===== src/include/ciox_regs.vh =====
// Constants for the camera control expander block
`ifndef CIOX_REGS_VH
`define CIOX_REGS_VH

// Bus addresses on the control bus
`define CIOX_I2C_ADDR_EXP 7'h20
`define CIOX_I2C_ADDR_SENSOR 7'h1A
`define CIOX_I2C_ADDR_MEM_A 7'h50
`define CIOX_I2C_ADDR_MEM_B 7'h57
`define CIOX_I2C_BITS 4'h8

// Expander line positions
`define CIOX_P_SUPPLY 0
`define CIOX_P_RESET_N 1
`define CIOX_P_LEVEL 2
`define CIOX_P_DRIVE 3
`define CIOX_P_SOURCE 4
`define CIOX_P_TRIG_POL 5
`define CIOX_P_TRIG_SRC 6
`define CIOX_P_SPARE 7
`define CIOX_PORT_RESET 8'h00

// Register word offsets (byte address bits 3:2)
`define CIOX_REG_CTRL 2'h0
`define CIOX_REG_STATUS 2'h1
`define CIOX_REG_IRQ_STAT 2'h2
`define CIOX_REG_IRQ_MASK 2'h3

// Control fields
`define CIOX_CTRL_EN 0
`define CIOX_CTRL_RESET 1'h1

// Status fields
`define CIOX_ST_BUSY 8
`define CIOX_ST_TRIG 9
`define CIOX_ST_OVC 10

// Interrupt bits
`define CIOX_IRQ_W 3
`define CIOX_IRQ_WRITE 0
`define CIOX_IRQ_OVC 1
`define CIOX_IRQ_TRIG 2
`define CIOX_IRQ_MASK_RESET 3'h0

`endif


===== src/hdl/ciox_sync.v =====
// Two-flop synchroniser bank for asynchronous inputs
`timescale 1ns/1ps
`default_nettype none

module ciox_sync #(
  parameter W = 1
) (
  input wire ref_clk_in,
  input wire arst_n_in,
  input wire ce_in,
  input wire [W-1:0] d_in,
  output wire [W-1:0] q_out
);

  genvar i;

  // One two-stage chain per bit
  generate
    for (i = 0; i < W; i = i + 1) begin : g_bit
      reg s1_q;
      reg s2_q;
      always @(posedge ref_clk_in or negedge arst_n_in) begin
        if (!arst_n_in) begin
          s1_q <= 1'b0;
          s2_q <= 1'b0;
        end else if (ce_in) begin
          s1_q <= d_in[i];
          s2_q <= s1_q;
        end
      end
      assign q_out[i] = s2_q;
    end
  endgenerate

endmodule

`default_nettype wire


===== src/hdl/ciox_top.v =====
// Camera control expander: bus target, line routing, register slave
//
// The placing of the registers and the Avalon-MM interface to the registers were chosen for this implementation.
`timescale 1ns/1ps
`default_nettype none
`include "ciox_regs.vh"

module ciox_top (
  input wire ref_clk_in,
  input wire arst_n_in,
  input wire ce_in,
  // Avalon-MM register slave
  input wire [3:0] avs_address_in,
  input wire avs_read_in,
  input wire avs_write_in,
  input wire [31:0] avs_writedata_in,
  output reg [31:0] avs_readdata_out,
  output wire avs_waitrequest_out,
  output wire irq_out,
  // Control bus from the host side
  input wire i2c_scl_in,
  input wire i2c_sda_in,
  output wire i2c_sda_out,
  output reg i2c_sda_oe_out,
  // Sensor side
  output reg sensor_supply_enable_out,
  output reg sensor_reset_n_out,
  input wire sensor_strobe_in,
  output reg sensor_trigger_out,
  input wire ser_clk_in,
  output wire sensor_clk_out,
  // Serializer lines
  output reg ser_strobe_out,
  input wire link_external_trigger_in,
  // Connector and indicators
  input wire conn_trigger_in,
  input wire overcurrent_sense_in,
  output reg user_output_pin_out,
  output reg user_output_pin_oe_out,
  output reg green_indicator_out,
  output reg red_overcurrent_indicator_out
);

  localparam ST_IDLE = 3'h0;
  localparam ST_ADDR = 3'h1;
  localparam ST_ACK_A = 3'h2;
  localparam ST_WRITE = 3'h3;
  localparam ST_ACK_W = 3'h4;
  localparam ST_READ = 3'h5;
  localparam ST_RACK = 3'h6;

  wire [5:0] sync_q;
  wire scl_s;
  wire sda_s;
  wire strobe_s;
  wire link_trig_s;
  wire conn_trig_s;
  wire ovc_s;
  reg scl_prev_q;
  reg sda_prev_q;
  wire scl_rise;
  wire scl_fall;
  wire bus_start;
  wire bus_stop;

  reg [2:0] state_q;
  reg [3:0] cnt_q;
  reg [7:0] sh_q;
  reg rw_q;
  reg mack_q;
  reg wr_stb_q;
  reg [7:0] port_q;

  reg ctrl_en_q;
  reg [2:0] irq_stat_q;
  reg [2:0] irq_mask_q;
  reg ack_q;
  wire [2:0] irq_evt;
  reg ovc_prev_q;
  reg trig_prev_q;
  wire user_value;
  wire conn_trig_pol;
  wire trig_sel;
  wire bus_req;
  wire [1:0] reg_idx;
  reg [31:0] rd_mux;

  // Pin and link inputs through two flops each
  ciox_sync #(
    .W(6)
  ) u_sync (
    .ref_clk_in(ref_clk_in),
    .arst_n_in(arst_n_in),
    .ce_in(ce_in),
    .d_in({overcurrent_sense_in, conn_trigger_in, link_external_trigger_in,
           sensor_strobe_in, i2c_sda_in, i2c_scl_in}),
    .q_out(sync_q)
  );

  assign scl_s = sync_q[0];
  assign sda_s = sync_q[1];
  assign strobe_s = sync_q[2];
  assign link_trig_s = sync_q[3];
  assign conn_trig_s = sync_q[4];
  assign ovc_s = sync_q[5];

  // Previous bus levels for edge detection
  always @(posedge ref_clk_in or negedge arst_n_in) begin
    if (!arst_n_in) begin
      scl_prev_q <= 1'b1;
      sda_prev_q <= 1'b1;
    end else if (ce_in) begin
      scl_prev_q <= scl_s;
      sda_prev_q <= sda_s;
    end
  end

  // Bus edges and start/stop conditions
  assign scl_rise = scl_s & ~scl_prev_q;
  assign scl_fall = ~scl_s & scl_prev_q;
  assign bus_start = scl_s & scl_prev_q & sda_prev_q & ~sda_s;
  assign bus_stop = scl_s & scl_prev_q & ~sda_prev_q & sda_s;

  // Open-drain data line: only ever pulled low
  assign i2c_sda_out = 1'b0;

  // Bus target state machine
  always @(posedge ref_clk_in or negedge arst_n_in) begin
    if (!arst_n_in) begin
      state_q <= ST_IDLE;
      cnt_q <= 4'h0;
      sh_q <= 8'h00;
      rw_q <= 1'b0;
      mack_q <= 1'b0;
      wr_stb_q <= 1'b0;
      i2c_sda_oe_out <= 1'b0;
      port_q <= `CIOX_PORT_RESET;
    end else if (ce_in) begin
      wr_stb_q <= 1'b0;
      if (bus_stop || !ctrl_en_q) begin
        state_q <= ST_IDLE;
        i2c_sda_oe_out <= 1'b0;
      end else if (bus_start) begin
        state_q <= ST_ADDR;
        cnt_q <= 4'h0;
        i2c_sda_oe_out <= 1'b0;
      end else begin
        case (state_q)
          ST_IDLE: begin
            i2c_sda_oe_out <= 1'b0;
          end
          ST_ADDR: begin
            if (scl_rise) begin
              sh_q <= {sh_q[6:0], sda_s};
              cnt_q <= cnt_q + 4'h1;
            end else if (scl_fall && cnt_q == `CIOX_I2C_BITS) begin
              // Only the expander address is claimed; other targets pass by
              if (sh_q[7:1] == `CIOX_I2C_ADDR_EXP) begin
                rw_q <= sh_q[0];
                i2c_sda_oe_out <= 1'b1;
                state_q <= ST_ACK_A;
              end else begin
                state_q <= ST_IDLE;
              end
            end
          end
          ST_ACK_A: begin
            if (scl_fall) begin
              cnt_q <= 4'h0;
              if (rw_q) begin
                sh_q <= port_q;
                i2c_sda_oe_out <= ~port_q[7];
                state_q <= ST_READ;
              end else begin
                i2c_sda_oe_out <= 1'b0;
                state_q <= ST_WRITE;
              end
            end
          end
          ST_WRITE: begin
            if (scl_rise) begin
              sh_q <= {sh_q[6:0], sda_s};
              cnt_q <= cnt_q + 4'h1;
            end else if (scl_fall && cnt_q == `CIOX_I2C_BITS) begin
              // Each data byte lands on the expander lines
              port_q <= sh_q;
              wr_stb_q <= 1'b1;
              i2c_sda_oe_out <= 1'b1;
              state_q <= ST_ACK_W;
            end
          end
          ST_ACK_W: begin
            if (scl_fall) begin
              cnt_q <= 4'h0;
              i2c_sda_oe_out <= 1'b0;
              state_q <= ST_WRITE;
            end
          end
          ST_READ: begin
            if (scl_rise) begin
              cnt_q <= cnt_q + 4'h1;
            end else if (scl_fall) begin
              if (cnt_q == `CIOX_I2C_BITS) begin
                i2c_sda_oe_out <= 1'b0;
                state_q <= ST_RACK;
              end else begin
                sh_q <= {sh_q[6:0], 1'b0};
                i2c_sda_oe_out <= ~sh_q[6];
              end
            end
          end
          ST_RACK: begin
            if (scl_rise) begin
              mack_q <= ~sda_s;
            end else if (scl_fall) begin
              cnt_q <= 4'h0;
              if (mack_q) begin
                sh_q <= port_q;
                i2c_sda_oe_out <= ~port_q[7];
                state_q <= ST_READ;
              end else begin
                state_q <= ST_IDLE;
              end
            end
          end
          default: begin
            state_q <= ST_IDLE;
            i2c_sda_oe_out <= 1'b0;
          end
        endcase
      end
    end
  end

  // Clock to the sensor is the serializer clock, untouched
  assign sensor_clk_out = ser_clk_in;

  // Line decode terms
  assign user_value = port_q[`CIOX_P_SOURCE] ? port_q[`CIOX_P_LEVEL] : strobe_s;
  assign conn_trig_pol = conn_trig_s ^ port_q[`CIOX_P_TRIG_POL];
  assign trig_sel = port_q[`CIOX_P_TRIG_SRC] ? conn_trig_pol : link_trig_s;

  // Registered camera control outputs; the spare line feeds nothing
  always @(posedge ref_clk_in or negedge arst_n_in) begin
    if (!arst_n_in) begin
      sensor_supply_enable_out <= 1'b0;
      sensor_reset_n_out <= 1'b0;
      sensor_trigger_out <= 1'b0;
      ser_strobe_out <= 1'b0;
      user_output_pin_out <= 1'b0;
      user_output_pin_oe_out <= 1'b0;
      green_indicator_out <= 1'b0;
      red_overcurrent_indicator_out <= 1'b0;
    end else if (ce_in) begin
      sensor_supply_enable_out <= port_q[`CIOX_P_SUPPLY];
      sensor_reset_n_out <= port_q[`CIOX_P_RESET_N];
      sensor_trigger_out <= trig_sel;
      ser_strobe_out <= strobe_s;
      if (port_q[`CIOX_P_DRIVE]) begin
        // Push-pull: drive both levels
        user_output_pin_out <= user_value;
        user_output_pin_oe_out <= 1'b1;
      end else begin
        // Open-drain: pull low for 0, release for 1
        user_output_pin_out <= 1'b0;
        user_output_pin_oe_out <= ~user_value;
      end
      green_indicator_out <= ~port_q[`CIOX_P_SOURCE] & port_q[`CIOX_P_LEVEL];
      red_overcurrent_indicator_out <= ovc_s & port_q[`CIOX_P_DRIVE];
    end
  end

  // Event history for edge detection
  always @(posedge ref_clk_in or negedge arst_n_in) begin
    if (!arst_n_in) begin
      ovc_prev_q <= 1'b0;
      trig_prev_q <= 1'b0;
    end else if (ce_in) begin
      ovc_prev_q <= red_overcurrent_indicator_out;
      trig_prev_q <= sensor_trigger_out;
    end
  end

  // Events: expander write, red overcurrent indicator onset (needs drive bit), trigger rising edge
  assign irq_evt[`CIOX_IRQ_WRITE] = wr_stb_q;
  assign irq_evt[`CIOX_IRQ_OVC] = red_overcurrent_indicator_out & ~ovc_prev_q;
  assign irq_evt[`CIOX_IRQ_TRIG] = sensor_trigger_out & ~trig_prev_q;

  // Bus handshake: one wait cycle, then answer
  assign bus_req = (avs_read_in | avs_write_in) & ~ack_q;
  assign avs_waitrequest_out = (avs_read_in | avs_write_in) & ~ack_q;
  assign reg_idx = avs_address_in[3:2];

  // Read data selection, unused bits read zero
  always @* begin
    rd_mux = 32'h0000_0000;
    case (reg_idx)
      `CIOX_REG_CTRL: rd_mux[`CIOX_CTRL_EN] = ctrl_en_q;
      `CIOX_REG_STATUS: begin
        rd_mux[7:0] = port_q;
        rd_mux[`CIOX_ST_BUSY] = (state_q != ST_IDLE);
        rd_mux[`CIOX_ST_TRIG] = conn_trig_pol;
        rd_mux[`CIOX_ST_OVC] = red_overcurrent_indicator_out;
      end
      `CIOX_REG_IRQ_STAT: rd_mux[`CIOX_IRQ_W-1:0] = irq_stat_q;
      `CIOX_REG_IRQ_MASK: rd_mux[`CIOX_IRQ_W-1:0] = irq_mask_q;
      default: rd_mux = 32'h0000_0000;
    endcase
  end

  // Register slave and sticky interrupt status; writes land when waitrequest is low
  always @(posedge ref_clk_in or negedge arst_n_in) begin
    if (!arst_n_in) begin
      ack_q <= 1'b0;
      avs_readdata_out <= 32'h0000_0000;
      ctrl_en_q <= `CIOX_CTRL_RESET;
      irq_stat_q <= `CIOX_IRQ_MASK_RESET;
      irq_mask_q <= `CIOX_IRQ_MASK_RESET;
    end else if (ce_in) begin
      ack_q <= bus_req;
      if (bus_req && avs_read_in) begin
        avs_readdata_out <= rd_mux;
      end
      if (ack_q && avs_write_in && reg_idx == `CIOX_REG_CTRL) begin
        ctrl_en_q <= avs_writedata_in[`CIOX_CTRL_EN];
      end
      if (ack_q && avs_write_in && reg_idx == `CIOX_REG_IRQ_MASK) begin
        irq_mask_q <= avs_writedata_in[`CIOX_IRQ_W-1:0];
      end
      // New events win over a write-one clear in the same cycle
      if (ack_q && avs_write_in && reg_idx == `CIOX_REG_IRQ_STAT) begin
        irq_stat_q <= (irq_stat_q & ~avs_writedata_in[`CIOX_IRQ_W-1:0]) | irq_evt;
      end else begin
        irq_stat_q <= irq_stat_q | irq_evt;
      end
    end
  end

  // Level interrupt while any unmasked status bit is set
  assign irq_out = |(irq_stat_q & irq_mask_q);

endmodule

`default_nettype wire


===== config.mk =====
export PLATFORM = sky130hd
export DESIGN_NAME = ciox_top
export DESIGN_NICKNAME = d
export VERILOG_FILES = /design/src/hdl/ciox_sync.v /design/src/hdl/ciox_top.v
export VERILOG_INCLUDE_DIRS = /design/src /design/src/include
export SDC_FILE = /design/constraint.sdc
export NUM_CORES = 1
export LEC_CHECK = 0
export BUFFER_PORTS_ARGS = -buffer_cell sky130_fd_sc_hd__buf_2
export CORE_ASPECT_RATIO = 0.6
export CORE_MARGIN = 2
export CORE_UTILIZATION = 43
export CTS_BUF_LIST = sky130_fd_sc_hd__clkbuf_4
export DETAILED_ROUTE_END_ITERATION = 10
export GPL_TIMING_DRIVEN = 0
export HOLD_SLACK_MARGIN = 0.1
export PLACE_DENSITY = 0.67
export SETUP_SLACK_MARGIN = 0.02
export SYNTH_ARGS = -nofsm -noshare
export SYNTH_HDL_FRONTEND = slang
export SYNTH_SLANG_ARGS = --single-unit

===== constraint.sdc =====
create_clock -name ref_clk_in -period 2.65 [get_ports ref_clk_in]
set_clock_uncertainty 0.1 [all_clocks]
set_input_delay 0 -clock ref_clk_in [delete_from_list [all_inputs] [get_ports ref_clk_in]]
set_output_delay 0 -clock ref_clk_in [all_outputs]
set_load 0.02 [all_outputs]

After elaboration in Yosys (flattened, before gate mapping)
Cells that the tools add are included.

Add/subtract/negate cells: 1. Equal/unequal tests: 36. Muxes and demuxes: 62. Bitwise gates (word level): 33. Reductions and logical operators: 27.

Operators with widths (number): 8-bit two-way mux (10); 4-bit != test (second input constant) (13); 3-bit two-way mux (16); 13-bit AND reduction (3); 8-bit case mux with 4 select lines (1); 1-bit two-way mux (25); 3-bit case mux with 7 select lines (1); 4-bit two-way mux (4); 2-bit != test (second input constant) (8); 1-bit inverter (14); 1-bit bitwise AND (12); 4-bit case mux with 3 select lines (1); 5-bit AND reduction (2); 3-bit == test (second input constant) (3); 4-bit nonzero test (2); 7-bit by 6-bit == test with 1-bit output (second input constant) (1); 7-bit AND reduction (1); 3-bit bitwise AND (2); 3-bit by 2-bit == test with 1-bit output (second input constant) (2); 1-bit logical AND (6); 3-bit != test (second input constant) (2); 3-bit OR (2); 1-bit case mux with 6 select lines (1); 2-bit case mux with 3 select lines (1); 21 further kinds (26).

Flip-flop bits (word level): 70. Input bits: 48. Output and inout bits: 45. Word-level logic and storage cells: 196.

Longest topological paths before layout
Gate-level depths: netlist (run 1).

Word-level depth: 8. Depth in mapped cells: 7. Gate-level depth less buffers: 7.

By module
A second synthesis (run 1) with hierarchy kept.

Cell total of the unflattened synthesis: 351. Area, all modules: 3706.1 um2.

By module, submodules not included: ciox_top (instances 1, cells an instance 320, area an instance 3176.8 um2); ciox_sync (instances 1, cells an instance 31, area an instance 529.3 um2).

Worst setup path before layout (run 1)
No wires, ideal clock.

Path type: reg2reg. From: reg ctrl_en_q. To: reg sh_q[0]. Setup time: 0.125 ns. Data arrival time: 1.907 ns. Path slack: 0.518 ns. Cell stages (with the launch flop): 6. Period minus slack after synthesis: 2.132 ns. Cells stage by stage: dfstp_2 > and2_1 > buf_2 > o31ai_1 > a2111oi_4 > mux2_4.

Cells in the longest elaborated chain, start to end: 4.

Ends and longest elaborated chain: start, declared (line ciox_top.v:74) `reg ctrl_en_q;`; start signal, assigned (line ciox_top.v:316) `` ctrl_en_q <= `CIOX_CTRL_RESET; ``; start signal, assigned (line ciox_top.v:325) `` ctrl_en_q <= avs_writedata_in[`CIOX_CTRL_EN]; ``; 1-bit zero test (line ciox_top.v:140) `if (bus_stop || !ctrl_en_q) begin`; 1-bit logical OR (line ciox_top.v:140); 1-bit inverter (no source line); 13-bit AND reduction (no source line); end signal, assigned (line ciox_top.v:154) `sh_q <= {sh_q[6:0], sda_s};`; end signal, assigned (line ciox_top.v:171) `sh_q <= port_q;`; end signal, assigned (line ciox_top.v:182) `sh_q <= {sh_q[6:0], sda_s};`; end, declared (line ciox_top.v:68) `reg [7:0] sh_q;`.

No other way between the ends. A chain may end at the register's enable or synchronous reset.

Worst setup path in the final report (run 1)
From: reg cnt_q[0]. To: reg sh_q[3].

Cells in the longest elaborated chain, start to end: 3.

Ends and longest elaborated chain: start, declared (line ciox_top.v:67) `reg [3:0] cnt_q;`; start signal, assigned (line ciox_top.v:155) `cnt_q <= cnt_q + 4'h1;`; start signal, assigned (line ciox_top.v:183) `cnt_q <= cnt_q + 4'h1;`; start signal, assigned (line ciox_top.v:201) `cnt_q <= cnt_q + 4'h1;`; 4-bit == test (no source line); 2-bit != test (no source line); 13-bit AND reduction (no source line).

No other way between the ends.

==> summary.md, run 1 <==
| Metric | Value |
|---|---|
| Outcome | finished, final reports clean |
| H-tree depth | 3 |
| Final Instance Area | 4320 um^2 |
| WL final | 8.03 mm |
| Grt total ovfl | 0 |
| Relative slew margins | 0.420 |
| Final setup vio count | 0 |
| Final net count | 485 |
| Vias | 2,782 |
| Slew @ Worst Pin | 0.870 ns |
| Area leader, netlist | dfrtp_1 |
| Post-CTS resize count | 0 |
| Vias in the first global route | 2,644 |
| Most common cell in the synthesized netlist | dfrtp_1 |
| Num Clock Sinks | 70 |
| Maximum clock path buffer count | 2 |
| Register bit total from synthesis | 70 |
| Hpwl dp | 5.69 mm |
| Rows | 25 |
| YS warnings | 0 |
| Clk Latency, worst-skew pair | 0.42 ns |
| Die Span X | 122 um |
| First-pass GRT wire length | 13.3 mm |
| Post-synth top area share | 0.466 |
| TritonCTS clock tree | yes |
| Final hold viol count | 0 |
| Tcrit/Tclk final | 0.905 |
| Detailed-route vias per instance | 5.08 |
| FFs w/ async S/R, synth | 1.00 |
| Post-synth EDFFs | 0 |
| Initial Util | 0.449 |
| CP startpoint kind | flop |
| Max-cap check violation count | 0 |
| FF-to-FF path depth | 6 |
| Leakage power | 0.00205 uW |
| Layout cells sized above 1 | 0.307 |
| Die area | 9140 um^2 |
| Initial antenna violation count | 0 |
| CTS root buf | clkbuf_4 |
| P per Cell Area | 541 nW/um^2 |
| ANT nets after route | 0 |
| Synth-to-layout area growth | 20.2% |
| Cell variety after synth | 52 |
| Syn Inst Count | 344 |
| CP Capture Type | flop |
| Post-Syn Area | 3600 um^2 |
| RSZ-0062 raised after global routing | no |
| Initial drt markers | 226 |
| CP Class | reg2reg |
| Part of the Yosys area used for sequential elements | 0.488 |
| Placed inst area | 4000 um^2 |
| CP max FO | 8 |
| CTS clk-pin slew, worst paths | 0.10 ns |
| Hold Crit Depth | 2 |
| Setup_tns | 0 ns |
| Post-synth top cells | dfrtp_1, nand2_1, mux2_2 |
| Tmin final | 2.40 ns |
| Ant diodes | 0 |
| Tot GR Track Use | 0.195 |
| Max VDD drop | 365 uV |
| Die height | 74.8 um |
| CP arrival | 2.61 ns |
| Tightest Hold Check Type | in2out |
| DRC Markers | 0 |
| Syn avg cell area | 10.5 um^2 |
| Largest net degree at the start of global routing | 71 |
| Main area contributors after synthesis | dfrtp_1, mux2_2, nand2_1 |
| Peak Freq | 417 MHz |
| Data required time at the worst endpoint | 2.86 ns |
| Slew Limit Fails | 0 |
| Core area | 8010 um^2 |
| Most used DFF post-synth | dfrtp_1 |
| Top Ports | 93 |
| Placer Congestion | 0.914 |
| DR WL/cell | 14.7 um |
| Drt pass-1 iters | 4 |
| Port bufs | 38 |
| Number of buffers created by CTS | 9 |
[final timing paths]
check,to,startpoint,slack (ns)
worst min register to register,irq_stat_q[2]$_DFFE_PN0P_,trig_prev_q$_DFFE_PN0P_,0.37
worst max-delay path,sh_q[3]$_DFFE_PN0P_,cnt_q[0]$_DFFE_PN0P_,0.25
max in group asynchronous,u_sync.g_bit[0].s2_q$_DFFE_PN0P_,arst_n_in,1.76
worst max register to register,sh_q[3]$_DFFE_PN0P_,cnt_q[0]$_DFFE_PN0P_,0.25
worst min-delay path,sensor_clk_out,ser_clk_in,0.12
min in group asynchronous,avs_readdata_out[6]$_DFFE_PN0P_,arst_n_in,0.13
[area by class of cell]
cell class | instances | area [um^2]
Buffer | 37 | 235
Clock buffer | 13 | 97.6
Clock inverter | 3 | 11.3
Fill cell | 729 | 3680
Inverter | 16 | 60.1
Multi-Input combinational cell | 242 | 1630
Sequential cell | 70 | 1760
Tap cell | 108 | 135
Timing Repair Buffer | 59 | 403
[state kept, by name, indices dropped and copies added, names as in the netlist, 3 cells and up]
register / cells
avs_readdata_out: 11
port_q: 8
sh_q: 8
u_sync.g_bit.s1_q: 6
u_sync.g_bit.s2_q: 6
cnt_q: 4
irq_mask_q: 3
irq_stat_q: 3
state_q: 3
[worst max-delay path, cell delays in order (launching register included)]
cell       delay [ns]
dfrtp_1          0.42
inv_1            0.06
ha_1             0.20
nand3b_1         0.19
o31ai_1          0.15
a2111oi_4        0.81
mux2_4           0.35
[per-stage QoR]
stage,util,setup WS [ns],total power (uW),cells,hold WS (ns)
CTS,0.540,0.263,2360,548,0.118
detailed placement,0.500,0.277,1730,511,0.0733
global placement,0.500,0.283,1720,511,0.118
finish,0.540,0.253,2340,548,0.117
floorplan,-,0.518,1580,365,-0.396
global route,0.540,0.0901,2480,548,0.127
[kinds of logic after synthesis]
group | Yosys count | share of synthesized area
and+or+nand+nor | 107 | 0.138
DFF | 70 | 0.488
other | 1 | 0.00104
buffers and inverters | 53 | 0.0821
adders and majority gates | 2 | 0.00696
xor gates and xnor gates | 4 | 0.00974
muxes | 48 | 0.161
AOI/OAI and AO/OA | 59 | 0.113
[repair_timing]
| item | in CTS | in global routing |
|---|---|---|
| hold buffers | 21 | 0 |
| setup buffers | 0 | 0 |
| hold endpoints to repair | 92 | 0 |
[power by group]
part           internal [uW]  switching (uW)
Sequential              1170            86.1
Clock                    227             344
Combinational            233             273
Total                   1630             704
[layer usage]
metal / global-route usage / part of all wire
met4: 0.0587 / 0.0054
met1: 0.287 / 0.51
met5: 0 / 0
met3: 0.0682 / 0.085
met2: 0.271 / 0.40
[cells in the final DEF (no fill, tap or decap), drive strengths merged, types with 4 or more instances in the layout]
cell type	n
mux2	44
conb	22
dfrtp	67
o21ai	26
clkbuf	21
nor3	4
a21oi	10
nor2	17
nand3	7
buf	67
nor2b	7
nand4	4
dlygate4sd3	21
nand2	55
inv	16
No activity file was read; power rests on OpenSTA's default activity.
==> run 2: changes to the inputs <==
--- a/config.mk
+++ b/config.mk
@@ -8,13 +8,13 @@
 export LEC_CHECK = 0
 export BUFFER_PORTS_ARGS = -buffer_cell sky130_fd_sc_hd__buf_2
 export CORE_ASPECT_RATIO = 0.6
-export CORE_MARGIN = 2
 export CORE_UTILIZATION = 43
 export CTS_BUF_LIST = sky130_fd_sc_hd__clkbuf_4
 export DETAILED_ROUTE_END_ITERATION = 10
 export GPL_TIMING_DRIVEN = 0
 export HOLD_SLACK_MARGIN = 0.1
 export PLACE_DENSITY = 0.67
+export RECOVER_POWER = 25
 export SETUP_SLACK_MARGIN = 0.02
 export SYNTH_ARGS = -nofsm -noshare
 export SYNTH_HDL_FRONTEND = slang
==> run 2 against run 1 <==
- the flow now finishes with violations (capacitance limit, slew limit)
- register-to-register slack got worse by 0.11 ns
- sequential share of layout area decreased by 0.30 points
- non-clock buffer count decreased by 1
- utilization increased by 0.62 points
- via count decreased by 0.61%
- global-route usage increased by 0.92 points
- first-iteration DRC count decreased by 39%
- worst hold slack improved by 0.044 ns
- setup slack got worse by 0.11 ns
- critical endpoint is now sh_q[7]$_DFFE_PN0P_
==> summary.md, run 2 (same netlist as run 1, synthesis figures left out) <==
| Metric | Value |
|---|---|
| CP arrival | 2.73 ns |
| Die Span X | 120 um |
| CTS root buf | clkbuf_4 |
| Largest net degree at the start of global routing | 71 |
| Ant diodes | 0 |
| Tot GR Track Use | 0.204 |
| Tcrit/Tclk final | 0.946 |
| Initial antenna violation count | 0 |
| Slew Limit Fails | 71 |
| CP startpoint kind | flop |
| Maximum clock path buffer count | 2 |
| H-tree depth | 3 |
| Final net count | 484 |
| Vias | 2,765 |
| Synth-to-layout area growth | 21.1% |
| Leakage power | 0.00207 uW |
| Tightest Hold Check Type | in2out |
| Largest registers | avs_readdata_out (11), port_q (8), sh_q (8) |
| Port bufs | 38 |
| Num Clock Sinks | 70 |
| Vias in the first global route | 2,518 |
| Postcts setup bufs | 0 |
| Placed cells | 511 |
| Outcome | complete, but fails checks |
| Most frequent cells in the layout | dfrtp_1, nand2_1, buf_2 |
| CP Buf/Inv Count | 1 |
| Final Instance Area | 4360 um^2 |
| Relative slew margins | -0.135 |
| Number of buffers created by CTS | 9 |
| Clk Latency, worst-skew pair | 0.43 ns |
| Data required time at the worst endpoint | 2.87 ns |
| Multi-input logic area | 1630 um^2 |
| CP Class | reg2reg |
| Grt total ovfl | 0 |
| Die height | 72.8 um |
| Register area | 1760 um^2 |
| Detailed-route vias per instance | 5.05 |
| Max-cap check violation count | 1 |
| Peak Freq | 399 MHz |
| Rows | 25 |
| Layout fillers | 709 |
| CP Capture Type | flop |
| Non-filler cells, final | 547 |
| Crit path max-delay family | compound AO/OA/AOI/OAI gates |
| Cell Chain, Critical Path | inv_1 -> ha_1 -> nand3b_1 -> o31ai_1 -> a2111oi_4 -> mux2_4 |
| Drt pass-1 iters | 4 |
| Design Power | 2530 uW |
| Hpwl dp | 5.69 mm |
| Crit-path max cell delay | 0.87 ns |
| DRC Markers | 0 |
| Placed inst area | 4000 um^2 |
| Placer Congestion | 0.873 |
| Util after Layout | 0.546 |
| Final hold viol count | 0 |
| Die area | 8750 um^2 |
| Max VDD drop | 323 uV |
| Setup_tns | 0 ns |
| Top Ports | 93 |
| TritonCTS clock tree | yes |
| RSZ-0062 raised after global routing | no |
| CTS clk-pin slew, worst paths | 0.11 ns |
| Slew @ Worst Pin | 1.70 ns |
| Initial Util | 0.451 |
| Register name with the most flops | avs_readdata_out |
| Layout cells sized above 1 | 0.310 |
| Initial drt markers | 138 |
| P per Cell Area | 582 nW/um^2 |
| Commonest non-fill, non-tap cell in the layout | dfrtp_1 |
| ANT nets after route | 0 |
| Core area | 7980 um^2 |
| Largest register FFs | 11 |
| First-pass GRT wire length | 13.2 mm |
| DR WL/cell | 15.0 um |
| Tmin final | 2.51 ns |
| Failing checks | capacitance limit, slew limit |
| WL final | 8.19 mm |
| CP max FO | 8 |
| Slowest library cell on the worst path | a2111oi_4 |
| Final setup vio count | 0 |
## run 2: what timing repair did
item,in CTS,in global routing
hold endpoints to repair,95,0
resized for setup,0,0
hold buffers,20,0
## run 2: area by class of cell
cell class / count / area share
clock inverters: 7 / 0.0201
plain buffers: 37 / 0.0540
flip-flops and latches: 70 / 0.403
multi-input cells: 242 / 0.373
well taps: 108 / 0.0310
inverters: 16 / 0.0138
repair buffers: 58 / 0.0893
clock buffers: 9 / 0.0155
## run 2: worst paths after layout
check                                              from                                  to  slack, ns  cells after the start
worst max-delay path               cnt_q[0]$_DFFE_PN0P_                 sh_q[7]$_DFFE_PN0P_       0.14                      6
worst min-delay path                         ser_clk_in                      sensor_clk_out       0.16                      2
worst max register to register     cnt_q[0]$_DFFE_PN0P_                 sh_q[7]$_DFFE_PN0P_       0.14                      6
worst min register to register  trig_prev_q$_DFFE_PN0P_           irq_stat_q[2]$_DFFE_PN0P_       0.35                      1
max in group asynchronous                     arst_n_in  user_output_pin_oe_out$_DFFE_PN0P_       0.98                      2
min in group asynchronous                     arst_n_in    avs_readdata_out[10]$_DFFE_PN0P_       0.44                      2
## run 2: power by group
group,switching [uW],internal (uW),total (uW)
clock,392,378,770
sequential,89.9,1170,1260
combinational,269,230,499
## run 2: metrics by stage
step	hold WS [ns]	worst slack [ns]
finish	0.161	0.143
global route	0.164	0.0512
detailed placement	0.0827	0.191
CTS	0.118	0.159
global placement	0.118	0.266
floorplan	-0.396	0.518
## run 2: metal layers
metal | vias up | GRT usage | wire, um
met2 | 95 | 0.279 | 3350
met3 | 15 | 0.0609 | 550
met5 | - | 0 | 0
met1 | 1330 | 0.301 | 4150
met4 | 0 | 0.0806 | 143
li1 | 1325 | - | -
